**config.mk**
```make
export PLATFORM = sky130hd
export DESIGN_NAME = mul_div_coprocessor
export DESIGN_NICKNAME = d
export VERILOG_FILES = /design/src/design/mdc_pkg.sv /design/src/design/mdc_divider.sv /design/src/design/mul_div_coprocessor.sv
export VERILOG_INCLUDE_DIRS = /design/src /design/src/design
export SDC_FILE = /design/constraint.sdc
export NUM_CORES = 2
export LEC_CHECK = 0
export ABC_AREA = 1
export BUFFER_PORTS_ARGS = -buffer_cell sky130_fd_sc_hd__buf_4
export CAP_MARGIN = 40
export CORE_UTILIZATION = 40
export CTS_BUF_LIST = sky130_fd_sc_hd__clkbuf_8
export DETAILED_ROUTE_END_ITERATION = 16
export PLACE_DENSITY = 0.65
export SYNTH_ARGS = -nofsm -noshare
export SYNTH_HDL_FRONTEND = slang
export SYNTH_SLANG_ARGS = --single-unit
```
**constraint.sdc**
```tcl
create_clock -name clk_i -period 7.47 [get_ports clk_i]
set_input_delay 1.1205 -clock clk_i [delete_from_list [all_inputs] [get_ports clk_i]]
set_output_delay 1.1205 -clock clk_i [all_outputs]
set_load 0.05 [all_outputs]
```
**src/design/mdc_defines.svh**
```systemverilog
`ifndef MDC_DEFINES_SVH
`define MDC_DEFINES_SVH

// operation-select word layout
`define MDC_SEL_W      7
`define MDC_SEL_RESET  7'h00
`define MDC_OP_MSB     3
`define MDC_OP_LSB     0
`define MDC_OUT_MSB    6
`define MDC_OUT_LSB    4

// operation field codes
`define MDC_OP_CLEAR   4'h0
`define MDC_OP_AUGEND  4'h1
`define MDC_OP_LOAD0   4'h2
`define MDC_OP_READ    4'h3
`define MDC_OP_MULU    4'h4
`define MDC_OP_MULS    4'h5
`define MDC_OP_MACU    4'h6
`define MDC_OP_MACS    4'h7
`define MDC_OP_DIVU    4'h8
`define MDC_OP_DIVS    4'h9
`define MDC_OP_LOAD1   4'ha

// output field codes
`define MDC_OUT_R0_LO  3'h0
`define MDC_OUT_R0_HI  3'h1
`define MDC_OUT_R1_LO  3'h2
`define MDC_OUT_R1_HI  3'h3

// divider timing: sixteen double-step iterations
`define MDC_DIV_LAST   4'hf
`define MDC_DIV_CNT0   4'h0

// widths and reset values
`define MDC_HALF_W     16
`define MDC_WORD_W     32
`define MDC_HALF_ZERO  16'h0000
`define MDC_WORD_ZERO  32'h0000_0000

`endif

```
**src/design/mdc_pkg.sv**
```systemverilog
package mdc_pkg;

  // divider sequencer states
  typedef enum logic [1:0] {
    div_idle = 2'b00,
    div_run  = 2'b01,
    div_fix  = 2'b10
  } div_state_t;

endpackage

```
**src/design/mdc_divider.sv**
```systemverilog
`timescale 1ns/1ps
`default_nettype none
`include "mdc_defines.svh"

module mdc_divider
  import mdc_pkg::*;
(
  // clock and reset
  input wire logic clk_i,
  input wire logic sys_rst_i,
  // request
  input wire logic start_i,
  input wire logic signed_i,
  input wire logic [31:0] dividend_i,
  input wire logic [31:0] divisor_i,
  // answer
  output logic done_o,
  output logic [31:0] quot_o,
  output logic [31:0] rem_o
);

  div_state_t state_ff;
  logic [3:0] cnt_ff;
  logic [63:0] rq_ff;
  logic [31:0] dvs_ff;
  logic neg_q_ff;
  logic neg_r_ff;
  logic [63:0] nxt_rq;

  ////////////////////////////////////////////////////////////////////////////
  // one restoring step: shift in the next dividend bit, subtract if it fits
  function automatic logic [63:0] div_step(input logic [63:0] rq, input logic [31:0] dvs);
    logic [32:0] trial;
    logic [32:0] diff;
    trial = rq[63:31];
    diff = trial - {1'b0, dvs};
    if (!diff[32]) begin
      div_step = {diff[31:0], rq[30:0], 1'b1};
    end else begin
      div_step = {trial[31:0], rq[30:0], 1'b0};
    end
  endfunction

  // two quotient bits per cycle
  always_comb begin
    nxt_rq = div_step(div_step(rq_ff, dvs_ff), dvs_ff);
  end

  ////////////////////////////////////////////////////////////////////////////
  // sequencer: idle, sixteen run cycles, one sign fix-up cycle
  always_ff @(posedge clk_i) begin
    if (sys_rst_i) begin
      state_ff <= div_idle;
      cnt_ff <= `MDC_DIV_CNT0;
    end else begin
      unique case (state_ff)
        div_idle: begin
          cnt_ff <= `MDC_DIV_CNT0;
          if (start_i) begin
            state_ff <= div_run;
          end
        end
        div_run: begin
          cnt_ff <= cnt_ff + 4'h1;
          if (cnt_ff == `MDC_DIV_LAST) begin
            state_ff <= div_fix;
          end
        end
        div_fix: begin
          state_ff <= div_idle;
        end
        default: begin
          state_ff <= div_idle;
        end
      endcase
    end
  end

  // operand capture as magnitudes, then iteration
  always_ff @(posedge clk_i) begin
    if (sys_rst_i) begin
      rq_ff <= {`MDC_WORD_ZERO, `MDC_WORD_ZERO};
      dvs_ff <= `MDC_WORD_ZERO;
      neg_q_ff <= 1'b0;
      neg_r_ff <= 1'b0;
    end else if (state_ff == div_idle && start_i) begin
      rq_ff <= {`MDC_WORD_ZERO, (signed_i && dividend_i[31]) ? -dividend_i : dividend_i};
      dvs_ff <= (signed_i && divisor_i[31]) ? -divisor_i : divisor_i;
      neg_q_ff <= signed_i && (dividend_i[31] ^ divisor_i[31]);
      neg_r_ff <= signed_i && dividend_i[31];
    end else if (state_ff == div_run) begin
      rq_ff <= nxt_rq;
    end
  end

  // sign fix-up and answer; zero divisor gives harmless all-ones quotient, or one for a signed negative dividend
  always_ff @(posedge clk_i) begin
    if (sys_rst_i) begin
      done_o <= 1'b0;
      quot_o <= `MDC_WORD_ZERO;
      rem_o <= `MDC_WORD_ZERO;
    end else begin
      done_o <= (state_ff == div_fix);
      if (state_ff == div_fix) begin
        quot_o <= neg_q_ff ? -rq_ff[31:0] : rq_ff[31:0];
        rem_o <= neg_r_ff ? -rq_ff[63:32] : rq_ff[63:32];
      end
    end
  end
endmodule
`default_nettype wire

```
**src/design/mul_div_coprocessor.sv**
```systemverilog
`timescale 1ns/1ps
`default_nettype none
`include "mdc_defines.svh"

// Summary of operation
// [RULE1] 16x16 multiply, signed or unsigned, to 32 bits in one cycle.
// [RULE2] multiply-accumulate into 32 bits, signed or unsigned, with overflow detection.
// [RULE3] 32 by 32 divide gives quotient and remainder in 17 to 20 cycles.
// [RULE4] no overflow or zero-divisor detection; the processor avoids such divides.
// [RULE5] mode write loads bits six to zero of its source; destination ignored.
// [RULE6] upper select bits choose the returned result half; codes 4 to 7 reserved.
// [RULE7] operation code zero clears both result registers.
// [RULE8] operation code one loads a 16-bit augend into result zero low half.
// [RULE9] code 2 loads 32 bits into result zero, code a into result one.
// [RULE10] code 3 returns the selected half without computing or changing anything.
// [RULE11] codes 4 and 5 put the operand product into result zero.
// [RULE12] code 6 is unsigned multiply-accumulate, code 7 signed.
// [RULE13] a multiply returns the product half named by the output field.
// [RULE14] result registers hold their value until another operation overwrites them.
// [RULE15] processor sets a multiply mode, then sends one operate with both operands.
// [RULE16] for the upper half the processor writes mode 13h and operates again.
// [RULE17] divide needs dividend preloaded; quotient lands in zero, remainder in one.
// [RULE18] reserved operation or output codes leave results alone, return harmless data.
module mul_div_coprocessor
  import mdc_pkg::*;
(
  // clock and reset
  input wire logic clk_i,
  input wire logic sys_rst_i,
  // mode write instruction
  input wire logic mode_write_i,
  input wire logic [15:0] mode_data_i,
  // operate and preload instructions, destination and source operands
  input wire logic operate_i,
  input wire logic preload_i,
  input wire logic [15:0] opd_i,
  input wire logic [15:0] ops_i,
  // answer to the processor
  output logic [15:0] result_o,
  output logic result_valid_o,
  output logic busy_o,
  output logic mac_ovf_o
);

  logic [6:0] mode_ff;
  logic [31:0] result_register_zero_ff;
  logic [31:0] result_register_one_ff;
  logic mac_ovf_ff;
  logic div_busy_ff;
  logic [2:0] div_out_ff;
  logic [31:0] nxt_result_register_zero;
  logic [31:0] nxt_result_register_one;
  logic nxt_ovf;
  logic [3:0] op;
  logic [2:0] out_sel;
  logic op_go;
  logic pre_go;
  logic div_start;
  logic div_done;
  logic [31:0] div_quot;
  logic [31:0] div_rem;
  logic [31:0] prod_u;
  logic [31:0] prod_s;
  logic [32:0] mac_u;
  logic [31:0] mac_s;
  logic [31:0] chk_dvd_ff;
  logic [31:0] chk_dvs_ff;
  logic chk_udiv_ff;

  ////////////////////////////////////////////////////////////////////////////
  // half-word selector for the returned value
  function automatic logic [15:0] half_sel(input logic [2:0] sel, input logic [31:0] r0,
                                           input logic [31:0] r1);
    unique case (sel)
      `MDC_OUT_R0_LO: half_sel = r0[15:0];
      `MDC_OUT_R0_HI: half_sel = r0[31:16];
      `MDC_OUT_R1_LO: half_sel = r1[15:0];
      `MDC_OUT_R1_HI: half_sel = r1[31:16];
      default: half_sel = `MDC_HALF_ZERO;
    endcase
  endfunction

  ////////////////////////////////////////////////////////////////////////////
  // operation-select register, destination operand not used
  always_ff @(posedge clk_i) begin
    if (sys_rst_i) begin
      mode_ff <= `MDC_SEL_RESET;
    end else if (mode_write_i) begin
      mode_ff <= mode_data_i[`MDC_OUT_MSB:`MDC_OP_LSB]; // RULE5
    end
  end

  assign op = mode_ff[`MDC_OP_MSB:`MDC_OP_LSB];
  assign out_sel = mode_ff[`MDC_OUT_MSB:`MDC_OUT_LSB];

  // request acceptance; operates and preloads are ignored while a divide runs
  assign busy_o = div_busy_ff;
  assign op_go = operate_i && !div_busy_ff;
  assign pre_go = preload_i && !div_busy_ff && !operate_i;
  assign div_start = op_go && (op == `MDC_OP_DIVU || op == `MDC_OP_DIVS);

  ////////////////////////////////////////////////////////////////////////////
  // single-cycle multiplier and accumulators
  // operands widened before the product so no upper bits are lost
  assign prod_u = {`MDC_HALF_ZERO, opd_i} * {`MDC_HALF_ZERO, ops_i}; // RULE1
  assign prod_s = $signed({{`MDC_HALF_W{opd_i[15]}}, opd_i}) * // RULE1
                  $signed({{`MDC_HALF_W{ops_i[15]}}, ops_i});
  assign mac_u = {1'b0, result_register_zero_ff} + {1'b0, prod_u};
  assign mac_s = result_register_zero_ff + prod_s;

  // next result register contents per operation code
  always_comb begin
    nxt_result_register_zero = result_register_zero_ff; // RULE14
    nxt_result_register_one = result_register_one_ff;
    nxt_ovf = mac_ovf_ff;
    if (op_go || pre_go) begin
      unique case (op)
        `MDC_OP_CLEAR: begin
          if (op_go) begin
            nxt_result_register_zero = `MDC_WORD_ZERO; // RULE7
            nxt_result_register_one = `MDC_WORD_ZERO; // RULE7
            nxt_ovf = 1'b0;
          end
        end
        `MDC_OP_AUGEND: begin
          nxt_result_register_zero = {result_register_zero_ff[31:16], ops_i}; // RULE8
        end
        `MDC_OP_LOAD0: begin
          nxt_result_register_zero = {opd_i, ops_i}; // RULE9
        end
        `MDC_OP_LOAD1: begin
          nxt_result_register_one = {opd_i, ops_i}; // RULE9
        end
        `MDC_OP_MULU: begin
          if (op_go) begin
            nxt_result_register_zero = prod_u; // RULE11
          end
        end
        `MDC_OP_MULS: begin
          if (op_go) begin
            nxt_result_register_zero = prod_s; // RULE11
          end
        end
        `MDC_OP_MACU: begin
          if (op_go) begin
            nxt_result_register_zero = mac_u[31:0]; // RULE12
            nxt_ovf = mac_u[32]; // RULE2
          end
        end
        `MDC_OP_MACS: begin
          if (op_go) begin
            nxt_result_register_zero = mac_s; // RULE12
            nxt_ovf = (result_register_zero_ff[31] == prod_s[31]) && (mac_s[31] != result_register_zero_ff[31]); // RULE2
          end
        end
        default: begin
          // read, divide start and reserved codes keep both registers
          nxt_result_register_zero = result_register_zero_ff; // RULE10 RULE18
          nxt_result_register_one = result_register_one_ff;
        end
      endcase
    end
  end

  ////////////////////////////////////////////////////////////////////////////
  // result registers; divider answer overwrites both
  always_ff @(posedge clk_i) begin
    if (sys_rst_i) begin
      result_register_zero_ff <= `MDC_WORD_ZERO;
      result_register_one_ff <= `MDC_WORD_ZERO;
      mac_ovf_ff <= 1'b0;
    end else if (div_done) begin
      result_register_zero_ff <= div_quot; // RULE17
      result_register_one_ff <= div_rem; // RULE17
    end else begin
      result_register_zero_ff <= nxt_result_register_zero;
      result_register_one_ff <= nxt_result_register_one;
      mac_ovf_ff <= nxt_ovf;
    end
  end

  assign mac_ovf_o = mac_ovf_ff;

  // divide in progress; output field captured at start
  always_ff @(posedge clk_i) begin
    if (sys_rst_i) begin
      div_busy_ff <= 1'b0;
      div_out_ff <= `MDC_OUT_R0_LO;
    end else if (div_start) begin
      div_busy_ff <= 1'b1;
      div_out_ff <= out_sel;
    end else if (div_done) begin
      div_busy_ff <= 1'b0;
    end
  end

  // returned half-word to the destination register
  always_ff @(posedge clk_i) begin
    if (sys_rst_i) begin
      result_o <= `MDC_HALF_ZERO;
      result_valid_o <= 1'b0;
    end else if (div_done) begin
      result_o <= half_sel(div_out_ff, div_quot, div_rem); // RULE3
      result_valid_o <= 1'b1;
    end else if (op_go && !div_start) begin
      result_o <= half_sel(out_sel, nxt_result_register_zero, nxt_result_register_one); // RULE6 RULE13
      result_valid_o <= 1'b1;
    end else begin
      result_valid_o <= 1'b0;
    end
  end

  ////////////////////////////////////////////////////////////////////////////
  // iterative divider; dividend is the preloaded result zero
  // a zero divisor is not trapped; the processor must keep it out
  mdc_divider u_divider (
    .clk_i(clk_i),
    .sys_rst_i(sys_rst_i),
    .start_i(div_start), // RULE17
    .signed_i(op == `MDC_OP_DIVS),
    .dividend_i(result_register_zero_ff),
    .divisor_i({opd_i, ops_i}), // RULE4
    .done_o(div_done),
    .quot_o(div_quot),
    .rem_o(div_rem)
  );

  ////////////////////////////////////////////////////////////////////////////
  // helper capture of unsigned divide operands for checking
  always_ff @(posedge clk_i) begin
    if (sys_rst_i) begin
      chk_dvd_ff <= `MDC_WORD_ZERO;
      chk_dvs_ff <= `MDC_WORD_ZERO;
      chk_udiv_ff <= 1'b0;
    end else if (div_start) begin
      chk_dvd_ff <= result_register_zero_ff;
      chk_dvs_ff <= {opd_i, ops_i};
      chk_udiv_ff <= (op == `MDC_OP_DIVU);
    end
  end

  // divide answer window, in cycles after the start edge
  localparam int div_lo = 17;
  localparam int div_hi = 20;
endmodule
`default_nettype wire

```
# ---- Word level (Yosys, flattened, before mapping)
# Index checks and enable logic that the tools add are counted.
dict set report totals {
  input_bits 53
  mem_count 0
  mem_bits_rw 0
  romBits 0
  latch_bits 0
  reg_bits 262
}
dict set report classes {
  magnitude_cmp 0
  muxes 36
  n_addsub 9
  reduce_logical 27
  shift 0
  n_eq_ne 25
  n_bitwise 2
  mul 2
  div_mod_pow 0
}
# operator n
set op_table {}
lappend op_table {{$mux 32} 16}
lappend op_table {{$pmux 32 s7} 1}
lappend op_table {{$mux 64} 2}
lappend op_table {{$neg 32->32} 4}
lappend op_table {{$pmux 16 s4} 2}
lappend op_table {{$sub 33x32->33} 2}
lappend op_table {{$mul 16x16->32} 2}
lappend op_table {{$pmux 32 s2} 1}
lappend op_table {{$add 32x32->33} 1}
lappend op_table {{$add 32x32->32} 1}
lappend op_table {{$mux 16} 2}
lappend op_table {{$eq 4x3->1 const B} 4}
lappend op_table {{$eq 4x4->1 const B} 4}
lappend op_table {{$eq 3x2->1 const B} 4}
lappend op_table {{$logic_and 1x1->1} 10}
lappend op_table {{$ne 2x2->1 const B} 4}
lappend op_table {{$pmux 4 s2} 1}
lappend op_table {{$reduce_bool 2->1} 4}
lappend op_table {{$mux 1} 7}
lappend op_table {{$eq 3x1->1 const B} 2}
lappend op_table {{$logic_not 3->1} 2}
lappend op_table {{$reduce_and 6->1} 1}
lappend op_table {{$add 4x1->4 const B} 1}
lappend op_table {{$eq 4x1->1 const B} 1}
lappend op_table {{18 further kinds} 22}

# ---- Longest topological paths before layout
dict set report logic_depth {
  word_depth 8
  ltp_mapped 48
  depth_no_buf 46
}

# ---- Hierarchy
# Synthesis repeated with hierarchy kept, for this count alone.
dict set report hier_totals {
  hier_cells 6415
  area_unflattened_um2 41066.9
}
# module seq_area_each_um2 cells_per_inst n_inst area_per_inst_um2
set by_module_without_submodules {}
lappend by_module_without_submodules {mul_div_coprocessor 1861.8 4087 1 26923.3}
lappend by_module_without_submodules {mdc_divider 3383.2 2328 1 14143.6}

# ---- Least setup slack after synthesis
# Ideal clock, no wire load.
dict set report synth_timing {
  path_kind {input port to flip-flop}
  from {input port ops_i[1]}
  to {register result_o[15]}
  arrival_ns 7.799
  path_buffers 2
  t_required_ns 7.350
  cell_stages 41
  slack_ns -0.449
  cell_sequence {clkbuf_1 buf_1 nand2_1 fa_1 fa_1 inv_1 fa_1 inv_1 fa_1 inv_1 fa_1 inv_1 fa_1 inv_1 ha_1 nand2_1 nor2_1 inv_1 [5 not listed] nand2_1 nand3_1 nand2_1 ha_1 inv_1 o21bai_1 a21oi_1 o21ai_0 a211oi_1 nand2_1 nand2_1 nand3_1 a31oi_1 nand2_1 nand3_1 nand2_1 nand2_1 a21oi_1}
}
dict set report synth_between {
  elab_chain_cells 8
  elab_cells_between_ends 13
  classes_between {add/sub (2); mul (2); mux (9)}
}
# element line
set synth_rtl {}
lappend synth_rtl {{from (decl)} mul_div_coprocessor.sv:37} ;# input wire logic [15:0] ops_i,
lappend synth_rtl {{$mul 16x16->32 (on tied branches)} {mul_div_coprocessor.sv:106, mul_div_coprocessor.sv:105}}
lappend synth_rtl {{$add 32x32->32 or $add 32x32->33 (tied branches)} {mul_div_coprocessor.sv:109, mul_div_coprocessor.sv:108}}
lappend synth_rtl {{$mux 32 (on tied branches)} {mul_div_coprocessor.sv:151, mul_div_coprocessor.sv:145}}
lappend synth_rtl {{$pmux 32 s7 (*)} mul_div_coprocessor.sv:117} ;# unique case (op)
lappend synth_rtl {{$mux 32 (*)} mul_div_coprocessor.sv:116} ;# if (op_go || pre_go) begin
lappend synth_rtl {{$pmux 16 s4 (*)} mul_div_coprocessor.sv:74} ;# unique case (sel)
lappend synth_rtl {{$mux 16 (*)} mul_div_coprocessor.sv:205} ;# end else if (op_go && !div_start) begin
lappend synth_rtl {{$mux 16 (*)} mul_div_coprocessor.sv:202} ;# end else if (div_done) begin
lappend synth_rtl {{to (signal assigned)} mul_div_coprocessor.sv:200} ;# result_o <= `MDC_HALF_ZERO;
lappend synth_rtl {{to (signal assigned)} mul_div_coprocessor.sv:203} ;# result_o <= half_sel(div_out_ff, div_quot, div_rem);
lappend synth_rtl {{to (signal assigned)} mul_div_coprocessor.sv:206} ;# result_o <= half_sel(out_sel, nxt_result_register_zero, nxt_result_register_one);
lappend synth_rtl {{to (decl)} mul_div_coprocessor.sv:39} ;# output logic [15:0] result_o,
# Every way passes the cells marked *; elsewhere a longest branch is shown, timed or not. The select of a mux whose other input is x is not followed.
# A chain may end at the register's enable or synchronous reset.

# ---- Final worst setup path
dict set report layout_timing {
  from {input port ops_i[6]}
  to {register result_o[15]}
}
# Same word-level chain as after synthesis.

==> results.cfg <==
[floorplanning]
core_region_area_um2 = 97100
die_w_um = 316
die_area_um2 = 99700
die_h_um = 316
rows = 114
ios = 72
initial_utilization = 0.406

[grt]
grt_max_degree = 96
grt_usage = 0.330
antenna_found_initial = 9
grt_pass1_wl_um = 251000
grt_pass1_vias = 42076
overflow = 0

[drt]
via_per_inst = 5.45
detail_route.wl_per_cell_um = 21.1
drtAntennaViolNets = 0
vias = 43075
drtPass1Iterations = 8
finalWirelength_um = 167000
drtIter0Drc = 4903
drc = 0

[setup_path]
cp-startpoint = ops_i[6]
path_delay_family = adder cells
crit_fanout = 5
worst_ep_arrival_time_ns = 8.25
cp.required_ns = 8.00
reg2reg_depth = 31
slowest_delay_ns = 0.56
path_buf_inv = 14
crit_type = in2reg
rrSetupSlack_ns = 1.51
slowest_stage = fa_2
r2r_start = u_divider.rq_ff[31]
end_kind = flop
r2r-end = u_divider.rq_ff[35]
cp-start-kind = input pin

[placement]
dpl.hpwl_um = 133000
gp_congestion = 1.06
place_inst = 7768
portBuffers = 62
dp_slack_ns = -1.25

[hold_path]
hold-path-endpoint = u_divider.rq_ff[3]
hp-start = u_divider.rq_ff[3]
hold_depth = 2
holdCritPathClass = reg2reg

[synth]
async_flop_share = 0
yosys_register_bits = 262
yosysWarnings = 0
netlist_area_um2 = 39400
synth_fp_nets = 6694
synthFlopType = dfxtp_1
synth_area_leaders = fa_1 19%, dfxtp_1 13%, nand2_1 12%, inv_1 12%, ha_1 9.0%
ys_types = 61
syn_inst = 5992
netlist.area_leader.share = 0.186
synth_edf_count = 0
avgSynthCellArea_um2 = 6.57
seq_area_frac_synth = 0.133
synth_top_area_cell = fa_1

[layout]
fin_nets = 7293
drive_gt1_frac = 0.212
areaGrowthSynthToFinish_pct = 26.5
final_util = 0.513
stdcell_count = 7901

[clock_tree]
clk_latency_ns = 0.61
cts_buffers = 42
cts_buffer_depth = 3
path_clk_slew_ns = 0.07
clockRootBuffer = clkbuf_8
cts_max_level = 2
cts_tree = yes
cts_sinks = 262

[sta]
rsz0062_at_grt = true
clock_skew_ns = 0.0307
fin_ws_ns = -0.253
slew_violations = 0
fin_crit_sh = 1.03
hold_viol = 0
max_slew_margin = 0.407
max_clock_freq_mhz = 129
worstMarginPinSlew_ns = 0.889
final.min_clock_period_ns = 7.72
final-setup-viol-count = 25

[run]
max_cap_violations = 0

[status]
outcome = finished, violations left
failed_checks = setup timing
[worst max-delay path by stage]
stage	to	slack [ns]	cells past startpoint
after global routing	result_o[15]	-0.55	44
after CTS	result_o[15]	-0.13	44
after floorplan	result_o[15]	-0.01	40
after global placement	result_o[5]	-1.29	38
after detailed placement	result_o[5]	-1.25	38
final	result_o[15]	-0.25	45
[synth_stat cells (17+ instances only)]
| cell | number |
|---|---|
| a31oi_1 | 28 |
| a21oi_1 | 445 |
| a21o_1 | 18 |
| o21ai_0 | 503 |
| buf_1 | 32 |
| nand2_1 | 1237 |
| xnor2_1 | 57 |
| o22ai_1 | 38 |
| nor2_1 | 442 |
| a221oi_1 | 35 |
| xor2_1 | 137 |
| clkbuf_1 | 163 |
| nor3_1 | 67 |
| ha_1 | 282 |
| o211ai_1 | 21 |
| buf_2 | 17 |
| fa_1 | 367 |
| o21bai_1 | 32 |
| or2_2 | 17 |
| dfxtp_1 | 262 |
| inv_1 | 1230 |
| nand3_1 | 325 |
| nand4_1 | 59 |
[registers in the layout (all words and copies together) (netlist names), 3 cells and up]
signal / flops
result_register_one_ff: 32
result_register_zero_ff: 32
u_divider.cnt_ff: 4
result_o: 16
u_divider.dvs_ff: 32
mode_ff: 7
u_divider.quot_o: 32
u_divider.rq_ff: 64
div_out_ff: 3
u_divider.rem_o: 32
[area by class of cell]
| cell class | count | area (um^2) |
|---|---|---|
| fillers | 9694 | 47300 |
| inverters | 1242 | 4680 |
| clock buffers | 51 | 702 |
| repair buffers | 770 | 6230 |
| diodes | 3 | 7.51 |
| well taps | 1276 | 1600 |
| clock inverters | 24 | 185 |
| multi-input cells | 4273 | 31200 |
| flip-flops and latches | 262 | 5250 |
[stage by stage]
stage	TNS (ns)	cell area [um^2]	hold slack [ns]
after floorplan	-0.0123	39800	0.432
after global placement	-39.05	45800	0.453
after detailed placement	-38.74	45900	0.456
after CTS	-1.16	48800	0.466
after global routing	-12.10	49800	0.510
final	-3.30	49800	0.467
[worst min-delay path: cells and delay by family, from the launching register on]
| family | cells | cell delay (ns) |
|---|---|---|
| compound gates | 1 | 0.06 |
| simple gates | 1 | 0.06 |
| flops | 1 | 0.31 |
[cells by family (layout without fill, tap and decap cells)]
kind of cell             count (synthesis)  in the layout  share of synthesized area
AO/OA/AOI/OAI                         1217           1217                      0.171
flip-flops                             262            262                      0.133
AND/OR/NAND/NOR                       2213           2213                      0.237
buffers and inverters                 1457           2087                      0.140
XOR/XNOR                               194            194                     0.0431
other                                    0              3                          0
adder cells (fa/ha/maj)                649            649                      0.276
[metal layers]
| metal | share of wire | GRT usage |
|---|---|---|
| met4 | 0.071 | 0.197 |
| met1 | 0.40 | 0.430 |
| met3 | 0.096 | 0.0620 |
| met2 | 0.43 | 0.509 |
| met5 | 0.00039 | 0 |
[layout by cell type, fill, tap and decap left out, types with 52 or more instances in the layout]
cell type     n
inv_2        52
nand4_1      59
nand2_2     114
nand2_1    1106
o21ai_0     448
ha_1        212
a21oi_1     376
nor2_1      378
inv_1      1192
dfxtp_1     261
a21oi_2      59
buf_4       701
fa_1        348
nand3_2      53
xor2_1      135
nand3_1     276
ha_4         68
xnor2_1      54
nor3_1       53
[what timing repair did]
item	4_1_cts	5_1_grt
setup endpoints to repair	37	40
resized for setup	412	267
setup buffers	42	14
pin swaps	175	118
hold buffers	0	0
Power is not shown: default switching activity piles up to over one toggle a cycle in this logic, so the estimate is an artifact.
